### config.mk
export PLATFORM = sky130hd
export DESIGN_NAME = bpb_top
export DESIGN_NICKNAME = d
export VERILOG_FILES = /design/src/hdl/bpb_pkg.sv /design/src/hdl/bpb_irq_route.sv /design/src/hdl/bpb_reset_ctl.sv /design/src/hdl/bpb_top.sv
export SDC_FILE = /design/constraint.sdc
export NUM_CORES = 1
export LEC_CHECK = 0
export BUFFER_PORTS_ARGS = -buffer_cell sky130_fd_sc_hd__buf_4
export CELL_PAD_IN_SITES_DETAIL_PLACEMENT = 1
export CELL_PAD_IN_SITES_GLOBAL_PLACEMENT = 1
export CORE_ASPECT_RATIO = 1.75
export CORE_UTILIZATION = 31
export DETAILED_ROUTE_END_ITERATION = 16
export PLACE_DENSITY = 0.82
export SLEW_MARGIN = 5
export SYNTH_ARGS = -nofsm -noshare
export SYNTH_HDL_FRONTEND = slang
export SYNTH_SLANG_ARGS = --single-unit
export TNS_END_PERCENT = 50
### constraint.sdc
create_clock -name SYS_CLK -period 3.9 [get_ports SYS_CLK]
set_input_delay 0.78 -clock SYS_CLK [delete_from_list [all_inputs] [get_ports SYS_CLK]]
set_output_delay 0.78 -clock SYS_CLK [all_outputs]
set_load 0.02 [all_outputs]
### src/hdl/bpb_pkg.sv
// package of constants for the board peripheral bus decode block
// assumes a 32-bit peripheral bus address sampled on SYS_CLK
`default_nettype none
package bpb_pkg;
    // ****************************************
    // bus and clock
    // ****************************************
    localparam int           SYS_CLK_MHZ     = 200;
    localparam int           PB_CLK_MHZ      = 66;
    localparam int           PB_ADDR_W       = 32;
    localparam int           PB_DATA_W       = 16;
    localparam int           REG_W           = 8;
    // ****************************************
    // address windows, upper 16 address bits
    // ****************************************
    localparam logic [15:0]  WIN_HEX_LEFT    = 16'hCE84;
    localparam logic [15:0]  WIN_HEX_RIGHT   = 16'hCE85;
    localparam logic [15:0]  WIN_BUZZER      = 16'hCE86;
    localparam logic [15:0]  WIN_BBRAM       = 16'hCE87;
    localparam logic [15:0]  WIN_BATTERY     = 16'hCE88;
    localparam logic [15:0]  WIN_ROTARY      = 16'hCE89;
    // ****************************************
    // flash and battery backed ram geometry
    // ****************************************
    localparam logic [31:0]  FLASH_BASE      = 32'hF000_0000;
    localparam int           FLASH_BYTES_MB  = 8;
    localparam int           FLASH_BYTE_AW   = 23;
    localparam int           FLASH_WORD_AW   = FLASH_BYTE_AW - 1;
    localparam int           FLASH_DATA_W    = 16;
    localparam int           BBRAM_AW        = 15;
    localparam int           BBRAM_DATA_W    = 8;
    // ****************************************
    // battery status byte fields, then buzzer, rotary and hex display constants
    // ****************************************
    localparam int           BATT_PRESENT_BIT    = 0;
    localparam int           BATT_CHARGED_BIT    = 1;
    localparam int           BATT_DISCHARGED_BIT = 2;
    localparam int           BATT_ENABLE_BIT     = 3;
    localparam logic         BATT_ENABLE_RESET   = 1'b1;
    localparam int           BUZZER_ON_BIT       = 0;
    localparam int           ROTARY_W            = 4;
    localparam logic [7:0]   HEX_RESET           = 8'h00;
endpackage : bpb_pkg
`default_nettype wire

### src/hdl/bpb_irq_route.sv
// fixed routing of external interrupt lines to the processor inputs
// assumes all lines active low and already synchronous
`default_nettype none
module bpb_irq_route (
    input  wire logic [3:0] slot_irq_n,
    input  wire logic [3:0] edge_irq_n,
    input  wire logic       temp_alert_n,
    output logic      [3:0] secondary_irq_n,
    output logic      [3:0] primary_irq_n,
    output logic            high_priority_irq_n
);
    // ****************************************
    // routing, index 0..3 = letters a..d
    // ****************************************
    assign secondary_irq_n     = {slot_irq_n[0], slot_irq_n[3:1]};
    assign primary_irq_n       = edge_irq_n;
    assign high_priority_irq_n = temp_alert_n;
endmodule // bpb_irq_route
`default_nettype wire

### src/hdl/bpb_reset_ctl.sv
// board reset distribution, debug reset line and memory clock enable hold
// assumes reset inputs synchronous to clk
`default_nettype none
module bpb_reset_ctl (
    input  wire logic clk,
    input  wire logic rst_b,
    input  wire logic primary_bus_reset_n,
    input  wire logic debug_system_reset_n_i,
    input  wire logic cke_from_cpu,
    output logic      board_reset_n,
    output logic      debug_system_reset_n_o,
    output logic      debug_system_reset_n_oe,
    output logic      memory_clock_enable
);
    logic cke_hold;

    // ****************************************
    // board reset
    // ****************************************
    assign debug_system_reset_n_o = 1'b0;

    always_ff @(posedge clk) begin
        if (!rst_b) begin
            debug_system_reset_n_oe <= 1'b0;
        end else begin
            debug_system_reset_n_oe <= ~primary_bus_reset_n;
        end
    end

    always_ff @(posedge clk) begin
        if (!rst_b) begin
            board_reset_n <= 1'b0;
        end else begin
            // own drive of the debug line must not latch the reset on
            board_reset_n <= primary_bus_reset_n
                           & (debug_system_reset_n_i | debug_system_reset_n_oe);
        end
    end

    // ****************************************
    // memory clock enable hold
    // ****************************************
    always_ff @(posedge clk) begin
        if (!rst_b) begin
            cke_hold <= 1'b1;
        end else if (primary_bus_reset_n) begin
            cke_hold <= 1'b0;
        end else if (!cke_from_cpu) begin
            cke_hold <= 1'b1;
        end
    end

    always_ff @(posedge clk) begin
        if (!rst_b) begin
            memory_clock_enable <= 1'b0;
        end else begin
            memory_clock_enable <= cke_from_cpu & ~cke_hold & primary_bus_reset_n;
        end
    end
endmodule // bpb_reset_ctl
`default_nettype wire

### src/hdl/bpb_top.sv
// peripheral bus decode, board registers, interrupt routing and resets
// assumes bus requests are one-cycle pulses synchronous to SYS_CLK
`default_nettype none

// Summary of operation
// - bus carries 8 or 16 bit data, board bus clock is 66 MHz
// - flash attaches with a 16-bit data path, word addressed
// - flash window spans 8 MB
// - battery backed ram, 32K by 8, selected at CE870000-CE87FFFF
// - buzzer control register selected at CE860000-CE86FFFF
// - buzzer follows the value last written to its control register
// - left hex display written through CE840000-CE84FFFF
// - right hex display written through CE850000-CE85FFFF
// - rotary switch read returns its 4-bit position
// - battery status bit 0 read-only, battery present
// - battery status bit 1 read-only, battery fully charged
// - battery status bit 2 read-only, battery fully discharged
// - battery status bit 3 read-write, enables battery backup
// - secondary interrupts a..d come from slot b,c,d,a
// - primary interrupts a..d come from same-lettered card edge lines
// - high-priority interrupt comes from temperature sensor alert
// - primary reset, also at power-up, resets the whole board
// - debug reset line is two-way and forces a full board reset
// - memory clock enable held low through primary reset, then released
module bpb_top #(
    parameter logic [31:0] FLASH_BASE_ADDR = bpb_pkg::FLASH_BASE
) (
    input  wire logic        SYS_CLK,
    input  wire logic        RST_B,
    input  wire logic        PB_REQ,
    input  wire logic        PB_WE,
    input  wire logic        PB_WIDTH16,
    input  wire logic [31:0] PB_ADDR,
    input  wire logic [15:0] PB_WDATA,
    output logic             PB_ACK,
    output logic      [15:0] PB_RDATA,
    output logic             FLASH_CS_N,
    output logic      [21:0] FLASH_ADDR,
    output logic             BBRAM_CS_N,
    output logic      [14:0] BBRAM_ADDR,
    output logic             BUZZER_ON,
    output logic      [7:0]  HEX_LEFT,
    output logic      [7:0]  HEX_RIGHT,
    input  wire logic [3:0]  ROTARY_SW,
    input  wire logic        BATT_PRESENT,
    input  wire logic        BATT_CHARGED,
    input  wire logic        BATT_DISCHARGED,
    output logic             BATT_BACKUP_EN,
    input  wire logic [3:0]  SLOT_IRQ_N,
    input  wire logic [3:0]  EDGE_IRQ_N,
    input  wire logic        TEMP_ALERT_N,
    output logic             SECONDARY_IRQ_A_N,
    output logic             SECONDARY_IRQ_B_N,
    output logic             SECONDARY_IRQ_C_N,
    output logic             SECONDARY_IRQ_D_N,
    output logic             PRIMARY_IRQ_A_N,
    output logic             PRIMARY_IRQ_B_N,
    output logic             PRIMARY_IRQ_C_N,
    output logic             PRIMARY_IRQ_D_N,
    output logic             HIGH_PRIORITY_IRQ_N,
    input  wire logic        PRIMARY_BUS_RESET_N,
    input  wire logic        DEBUG_SYSTEM_RESET_N_I,
    output logic             DEBUG_SYSTEM_RESET_N_O,
    output logic             DEBUG_SYSTEM_RESET_N_OE,
    output logic             BOARD_RESET_N,
    input  wire logic        CKE_FROM_CPU,
    output logic             MEMORY_CLOCK_ENABLE
);
    // ****************************************
    // decode
    // ****************************************
    function automatic logic in_window(input logic [31:0] addr, input logic [15:0] base);
        in_window = (addr[31:16] == base);
    endfunction

    logic       hit_flash;
    logic       hit_bbram;
    logic       hit_hex_l;
    logic       hit_hex_r;
    logic       hit_buzz;
    logic       hit_batt;
    logic       hit_rot;
    logic       local_req;
    logic       wr_req;
    logic [7:0] wbyte;
    logic [7:0] batt_status;
    logic [7:0] next_rbyte;
    logic       buzzer_reg;
    logic       batt_en;

    assign hit_flash = (PB_ADDR[31:bpb_pkg::FLASH_BYTE_AW]
                        == FLASH_BASE_ADDR[31:bpb_pkg::FLASH_BYTE_AW]);
    assign hit_bbram = in_window(PB_ADDR, bpb_pkg::WIN_BBRAM);
    assign hit_buzz  = in_window(PB_ADDR, bpb_pkg::WIN_BUZZER);
    assign hit_hex_l = in_window(PB_ADDR, bpb_pkg::WIN_HEX_LEFT);
    assign hit_hex_r = in_window(PB_ADDR, bpb_pkg::WIN_HEX_RIGHT);
    assign hit_batt  = in_window(PB_ADDR, bpb_pkg::WIN_BATTERY);
    assign hit_rot   = in_window(PB_ADDR, bpb_pkg::WIN_ROTARY);
    assign local_req = PB_REQ & ~hit_flash & ~hit_bbram;
    assign wr_req    = local_req & PB_WE;
    // board registers are byte wide in either bus width
    assign wbyte     = PB_WDATA[7:0];

    // ****************************************
    // external chip selects
    // ****************************************
    always_ff @(posedge SYS_CLK) begin
        if (!RST_B) begin
            FLASH_CS_N <= 1'b1;
            FLASH_ADDR <= '0;
        end else begin
            FLASH_CS_N <= ~(PB_REQ & hit_flash);
            FLASH_ADDR <= PB_ADDR[bpb_pkg::FLASH_BYTE_AW-1:1];
        end
    end

    always_ff @(posedge SYS_CLK) begin
        if (!RST_B) begin
            BBRAM_CS_N <= 1'b1;
            BBRAM_ADDR <= '0;
        end else begin
            BBRAM_CS_N <= ~(PB_REQ & hit_bbram);
            BBRAM_ADDR <= PB_ADDR[bpb_pkg::BBRAM_AW-1:0];
        end
    end

    // ****************************************
    // board registers
    // ****************************************
    always_ff @(posedge SYS_CLK) begin
        if (!RST_B) begin
            buzzer_reg <= 1'b0;
        end else if (wr_req && hit_buzz) begin
            buzzer_reg <= wbyte[bpb_pkg::BUZZER_ON_BIT];
        end
    end
    assign BUZZER_ON = buzzer_reg;

    always_ff @(posedge SYS_CLK) begin
        if (!RST_B) begin
            HEX_LEFT <= bpb_pkg::HEX_RESET;
        end else if (wr_req && hit_hex_l) begin
            HEX_LEFT <= wbyte;
        end
    end

    always_ff @(posedge SYS_CLK) begin
        if (!RST_B) begin
            HEX_RIGHT <= bpb_pkg::HEX_RESET;
        end else if (wr_req && hit_hex_r) begin
            HEX_RIGHT <= wbyte;
        end
    end

    always_ff @(posedge SYS_CLK) begin
        if (!RST_B) begin
            batt_en <= bpb_pkg::BATT_ENABLE_RESET;
        end else if (wr_req && hit_batt) begin
            batt_en <= wbyte[bpb_pkg::BATT_ENABLE_BIT];
        end
    end
    assign BATT_BACKUP_EN = batt_en;

    always_comb begin
        batt_status                                 = 8'h00;
        batt_status[bpb_pkg::BATT_PRESENT_BIT]      = BATT_PRESENT;
        batt_status[bpb_pkg::BATT_CHARGED_BIT]      = BATT_CHARGED;
        batt_status[bpb_pkg::BATT_DISCHARGED_BIT]   = BATT_DISCHARGED;
        batt_status[bpb_pkg::BATT_ENABLE_BIT]       = batt_en;
    end

    // ****************************************
    // read path and answer
    // ****************************************
    always_comb begin
        next_rbyte = 8'h00;
        if (hit_buzz) begin
            next_rbyte = {7'h00, buzzer_reg};
        end else if (hit_hex_l) begin
            next_rbyte = HEX_LEFT;
        end else if (hit_hex_r) begin
            next_rbyte = HEX_RIGHT;
        end else if (hit_batt) begin
            next_rbyte = batt_status;
        end else if (hit_rot) begin
            next_rbyte = {4'h0, ROTARY_SW};
        end
    end

    always_ff @(posedge SYS_CLK) begin
        if (!RST_B) begin
            PB_ACK   <= 1'b0;
            PB_RDATA <= 16'h0000;
        end else begin
            PB_ACK <= local_req;
            if (local_req && !PB_WE) begin
                // upper lane is zero in either width
                PB_RDATA <= {8'h00, next_rbyte};
            end
        end
    end

    // ****************************************
    // interrupts and resets
    // ****************************************
    logic [3:0] sec_irq_n;
    logic [3:0] pri_irq_n;

    bpb_irq_route u_irq (
        .slot_irq_n          (SLOT_IRQ_N),
        .edge_irq_n          (EDGE_IRQ_N),
        .temp_alert_n        (TEMP_ALERT_N),
        .secondary_irq_n     (sec_irq_n),
        .primary_irq_n       (pri_irq_n),
        .high_priority_irq_n (HIGH_PRIORITY_IRQ_N)
    );
    assign SECONDARY_IRQ_A_N = sec_irq_n[0];
    assign SECONDARY_IRQ_B_N = sec_irq_n[1];
    assign SECONDARY_IRQ_C_N = sec_irq_n[2];
    assign SECONDARY_IRQ_D_N = sec_irq_n[3];
    assign PRIMARY_IRQ_A_N   = pri_irq_n[0];
    assign PRIMARY_IRQ_B_N   = pri_irq_n[1];
    assign PRIMARY_IRQ_C_N   = pri_irq_n[2];
    assign PRIMARY_IRQ_D_N   = pri_irq_n[3];

    bpb_reset_ctl u_rst (
        .clk                     (SYS_CLK),
        .rst_b                   (RST_B),
        .primary_bus_reset_n     (PRIMARY_BUS_RESET_N),
        .debug_system_reset_n_i  (DEBUG_SYSTEM_RESET_N_I),
        .cke_from_cpu            (CKE_FROM_CPU),
        .board_reset_n           (BOARD_RESET_N),
        .debug_system_reset_n_o  (DEBUG_SYSTEM_RESET_N_O),
        .debug_system_reset_n_oe (DEBUG_SYSTEM_RESET_N_OE),
        .memory_clock_enable     (MEMORY_CLOCK_ENABLE)
    );
endmodule // bpb_top
`default_nettype wire

* After elaboration in Yosys (flattened, before gate mapping) *
Cells that the tools add are included.

operators by class
  add/sub/neg operators = 0
  $mul = 0
  div/mod/pow operators = 0
  $lt $le $gt $ge = 0
  equal/unequal tests = 8
  shift-type cells = 0
  multiplexer cells = 7
  bitwise operators = 15
  reduce and logical (&&, ||, !) cells = 6

operators by type and width
  operator              count
  $eq 16x16->1 const B  6
  $mux 8                3
  $eq 9x9->1 const B    1
  $and 1x1->1           8
  $mux 4                2
  $not 1->1             6
  $logic_and 1x1->1     5
  $mux 1                2
  $ne 2x2->1 const B    1
  $logic_not 1->1       1
  $or 1x1->1            1

word-level totals
  register bits = 70
  latch bits = 0
  memory bits (writable) = 0
  bits in read-only memories = 0
  output and inout port bits = 87
  word-level logic and storage cells = 50
  memories = 0

* Logic depth before layout (Yosys ltp) *
  depth in word-level cells = 6
  depth in mapped cells = 7
  mapped depth without buffers = 5

* Modules after synthesis *
A second synthesis with hierarchy kept.

unflattened totals
  cells, all modules = 238
  area total of the unflattened synthesis = 2,434.8 sq um

by module, submodules not included
  module         instances  cells an instance  area each (sq um)
  bpb_top        1          218                2,234.6
  bpb_reset_ctl  1          11                 132.6
  bpb_irq_route  1          9                  67.6

* Worst setup path after synthesis *
OpenSTA, ideal clock, no wires.

  kind = input to register
  start = input port PB_ADDR[28]
  end = register PB_RDATA[3]
  setup time = 0.122 ns
  arrival time = 2.317 ns
  data required time = 3.778 ns
  setup slack = 1.461 ns
  stages = 6
  path buffers = 1
  cell sequence = or3_4 -> or3_1 -> buf_2 -> or4b_4 -> o21ai_1 -> o21ai_0

on the way
  word-level cells in the longest chain between the ends = 6

ends and longest elaborated chain
  what                  line            RTL
  from (decl)           bpb_top.sv:33   input wire logic [31:0] PB_ADDR,
  $eq 16x16->1          bpb_top.sv:73   in_window = (addr[31:16] == base);
  $mux 4                bpb_top.sv:185  end else if (hit_rot) begin
  $mux 4                bpb_top.sv:183  end else if (hit_batt) begin
  $mux 8                bpb_top.sv:181  end else if (hit_hex_r) begin
  $mux 8                bpb_top.sv:179  end else if (hit_hex_l) begin
  $mux 8                bpb_top.sv:177  if (hit_buzz) begin
  to (signal assigned)  bpb_top.sv:198  PB_RDATA <= {8'h00, next_rbyte};
  to (decl)             bpb_top.sv:36   output logic [15:0] PB_RDATA,

Parallel ways exist; a longest one is shown, timed or not.
A chain may end at the register's enable or synchronous reset.

* Final worst setup path *
  start = input port PB_ADDR[28]
  end = register PB_RDATA[0]

Same word-level chain as after synthesis.

==> impl_metrics.json <==
{
  "dieArea_mm2": 0.007838,
  "slew_headroom": 0.3678,
  "seqCellArea_mm2": 0.001121,
  "dp_hpwl_um": 4984,
  "powerDensity_mw_per_mm2": 389.2,
  "layout-drive-gt1-share": 0.3902,
  "pwr-share-seq": 0.469,
  "rsz0062_at_grt": "false",
  "design_area_mm2": 0.003254,
  "postCtsSetupBuffers": 0,
  "grt_pass1_vias": 2055,
  "portBuffers": 122,
  "postSynth.asyncResetShare": 0,
  "synthCells": 252,
  "cts_hold_buffers": 0,
  "finalSetupViolCount": 0,
  "report.final.slew_viol_count": 0,
  "vias": 2086,
  "p_sw_mw": 0.2978,
  "worst-path-buf-inv": 1,
  "netlist_top_cells_count": "dfxtp_1, buf_4, nand3_1, and2_1, o21ai_0",
  "rrSetupSlack_ps": 2860,
  "place_area_mm2": 0.003087,
  "hold_path_class": "flip-flop to flip-flop",
  "synth_seq_cells": 56,
  "cp_data_arrival_time_ps": 2860,
  "highest_layer": "met4",
  "critPathCaptureType": "flip-flop",
  "setup.worst_path.start_class": "input port",
  "cp_top_family": "simple AND/OR/NAND/NOR gates",
  "pin_count": 159,
  "num_antenna_cells": 0,
  "swShare": 0.2351,
  "via_per_inst": 4.829,
  "hp-start": "PB_RDATA[5]$_SDFFE_PN0P_",
  "r2r_cells": 5,
  "cts-root-buf": "clkbuf_16",
  "clkPwrFrac": 0.400,
  "status": "complete, no violations",
  "slowest_stage": "o31ai_2",
  "first_pass_iters": 4,
  "tritoncts": "yes",
  "initial_core_util": 0.3204,
  "clkSlewWorstSetupHoldPaths_ps": 70,
  "clk_latency_ps": 290,
  "place_congestion": 0.6958,
  "path_cells": "buf_4 -> or3_4 -> or3_1 -> o31ai_2 -> nand2b_1 -> o211a_1",
  "cts_resized": 0,
  "skew_ps": 4.053,
  "drtIter0Drc": 66,
  "post-route-min-period_ps": 2669,
  "wirelength_um": 6507,
  "power_leakage_nw": 1.453,
  "drt-met1-wl_um": 2285,
  "gr-total-overflow": 0,
  "core_mm2": 0.007233,
  "synthTopCellsByArea": "dfxtp_1, buf_4, and2_1",
  "multi_input_area_um2": 930.9,
  "h-tree-depth": 2,
  "clock-sinks": 56,
  "nets": 417,
  "setup_tns_ps": 0,
  "avgSynthCellArea_um2": 9.195,
  "synth_edf_count": 0,
  "finalCritPeriodShare": 0.6843,
  "min_to": "PB_RDATA[5]$_SDFFE_PN0P_",
  "area_delta_synth_final_pct": 40.44,
  "power.internal_mw": 0.9687,
  "worstMarginPinSlew_ps": 942.7,
  "clock_path_buffers": 2,
  "postRouteAntennaNets": 0,
  "fp.dieW_um": 67.36,
  "synthFlopType": "dfxtp_1",
  "p_comb_frac": 0.131,
  "syn_area_mm2": 0.002317,
  "ir_worst_vdd_mv": 0.2437,
  "synth_warnings": 0,
  "synth.distinct_cells": 35,
  "critPathKind": "input port to flip-flop",
  "hold_viol": 0,
  "cp_max_fo": 13,
  "antenna_found_initial": 0,
  "grt_first_pass_wirelength_um": 9653,
  "hold_path_depth": 2,
  "maxCapViolations": 0,
  "synth.most_common_cell": "dfxtp_1",
  "max_stage_delay_ps": 800,
  "grt_max_degree": 62,
  "die_y_um": 116.4,
  "ys_seq_area_frac": 0.4838,
  "rows": 41,
  "cp.required_ps": 4090,
  "fill_cells": 865,
  "synth_top_cell_by_area": "dfxtp_1",
  "synth.top_cell.area_share": 0.4838,
  "drc_errors": 0,
  "clock.fmax_mhz": 374.7,
  "met3WireLength_um": 361,
  "wl_met2_um": 3698,
  "r2r-start": "HEX_LEFT[0]$_SDFFE_PN0P_",
  "cts-buffers-inserted": 5,
  "wl_per_cell_um": 15.06,
  "grtUsageTotal": 0.1681,
  "reg2reg_to": "PB_RDATA[0]$_SDFFE_PN0P_"
}
power groups by stage:
stage	sequential [mW]	combinational (mW)	clock [mW]
2_1_floorplan	0.625	0.0895	0
3_3_place_gp	0.606	0.164	0
3_5_place_dp	0.607	0.167	0
4_1_cts	0.594	0.168	0.524
5_1_grt	0.595	0.180	0.541
6_report	0.593	0.166	0.507
worst register-to-register path: stages, from the launching register on:
cell and delay, ps:
dfxtp_1 340, mux2i_1 130, o22ai_1 90, nand2_1 70
o21ai_0 90, o211a_1 220
worst max path at each step:
stage                     start  cells after the start                   endpoint
finish              PB_ADDR[28]                      6   PB_RDATA[0]$_SDFFE_PN0P_
global route        PB_ADDR[24]                      6  HEX_RIGHT[7]$_SDFFE_PN0P_
CTS                 PB_ADDR[28]                      6   PB_RDATA[0]$_SDFFE_PN0P_
detailed placement  PB_ADDR[28]                      6   PB_RDATA[0]$_SDFFE_PN0P_
global placement    PB_ADDR[28]                      6   PB_RDATA[0]$_SDFFE_PN0P_
floorplan           PB_ADDR[28]                      6   PB_RDATA[3]$_SDFFE_PN0P_
layout by cell type, fill, tap and decap left out, types with 5 or more instances in the layout:
master,synthesis,routed
nor2b_1,5,5
buf_4,32,123
clkbuf_16,0,5
and2_1,24,24
nor2_1,6,6
nand3_1,28,28
conb_1,1,9
o21ai_0,23,23
dfxtp_1,56,56
mux2i_1,6,6
nand2_1,15,15
cell type report:
| cell class | instances | area share |
|---|---|---|
| clock buffers | 5 | 0.03845 |
| clock inverters | 3 | 0.01307 |
| inverters | 1 | 0.001153 |
| multi-input cells | 158 | 0.2860 |
| flip-flops and latches | 56 | 0.3445 |
| well taps | 86 | 0.03306 |
| repair buffers | 123 | 0.2837 |
per-stage QoR:
stage                     setup slack [ps]  power [mW]  hold slack, ps  std cells  utilization
after global placement                1009      0.7697           457.7        424       0.4267
after floorplan                       1461      0.7149           467.8        260            -
after detailed placement             985.9      0.7743           472.5        424       0.4267
after CTS                             1280       1.286           483.6        432       0.4499
final                                 1231       1.267           477.6        432       0.4499
after global routing                  1119       1.316           497.8        432       0.4499
logic make-up (layout without fill, tap and decap cells):
logic type | after synthesis | after routing | share of synthesized area
AND/OR/NAND/NOR | 100 | 100 | 0.2484
flip-flops | 56 | 56 | 0.4838
buffers and inverters | 46 | 132 | 0.1274
AO/OA/AOI/OAI | 43 | 43 | 0.1128
multiplexers | 6 | 6 | 0.02592
other | 1 | 9 | 0.001618
registers in the layout, summed over array words and instances, names as in the netlist:
signal	flops
FLASH_CS_N	1
PB_ACK	1
BBRAM_CS_N	1
HEX_LEFT	8
PB_RDATA	8
u_rst.memory_clock_enable	1
BBRAM_ADDR	1
u_rst.debug_system_reset_n_oe	1
HEX_RIGHT	8
FLASH_ADDR	22
BUZZER_ON	1
u_rst.board_reset_n	1
u_rst.cke_hold	1
BATT_BACKUP_EN	1
layer usage:
| layer | up-vias | track usage |
|---|---|---|
| li1 | 1012 | - |
| met3 | 10 | 0.02734 |
| met5 | - | 0 |
| met1 | 989 | 0.1583 |
| met4 | 0 | 0.08936 |
| met2 | 75 | 0.3280 |
Note: power is estimated with default switching activity, not from simulation.
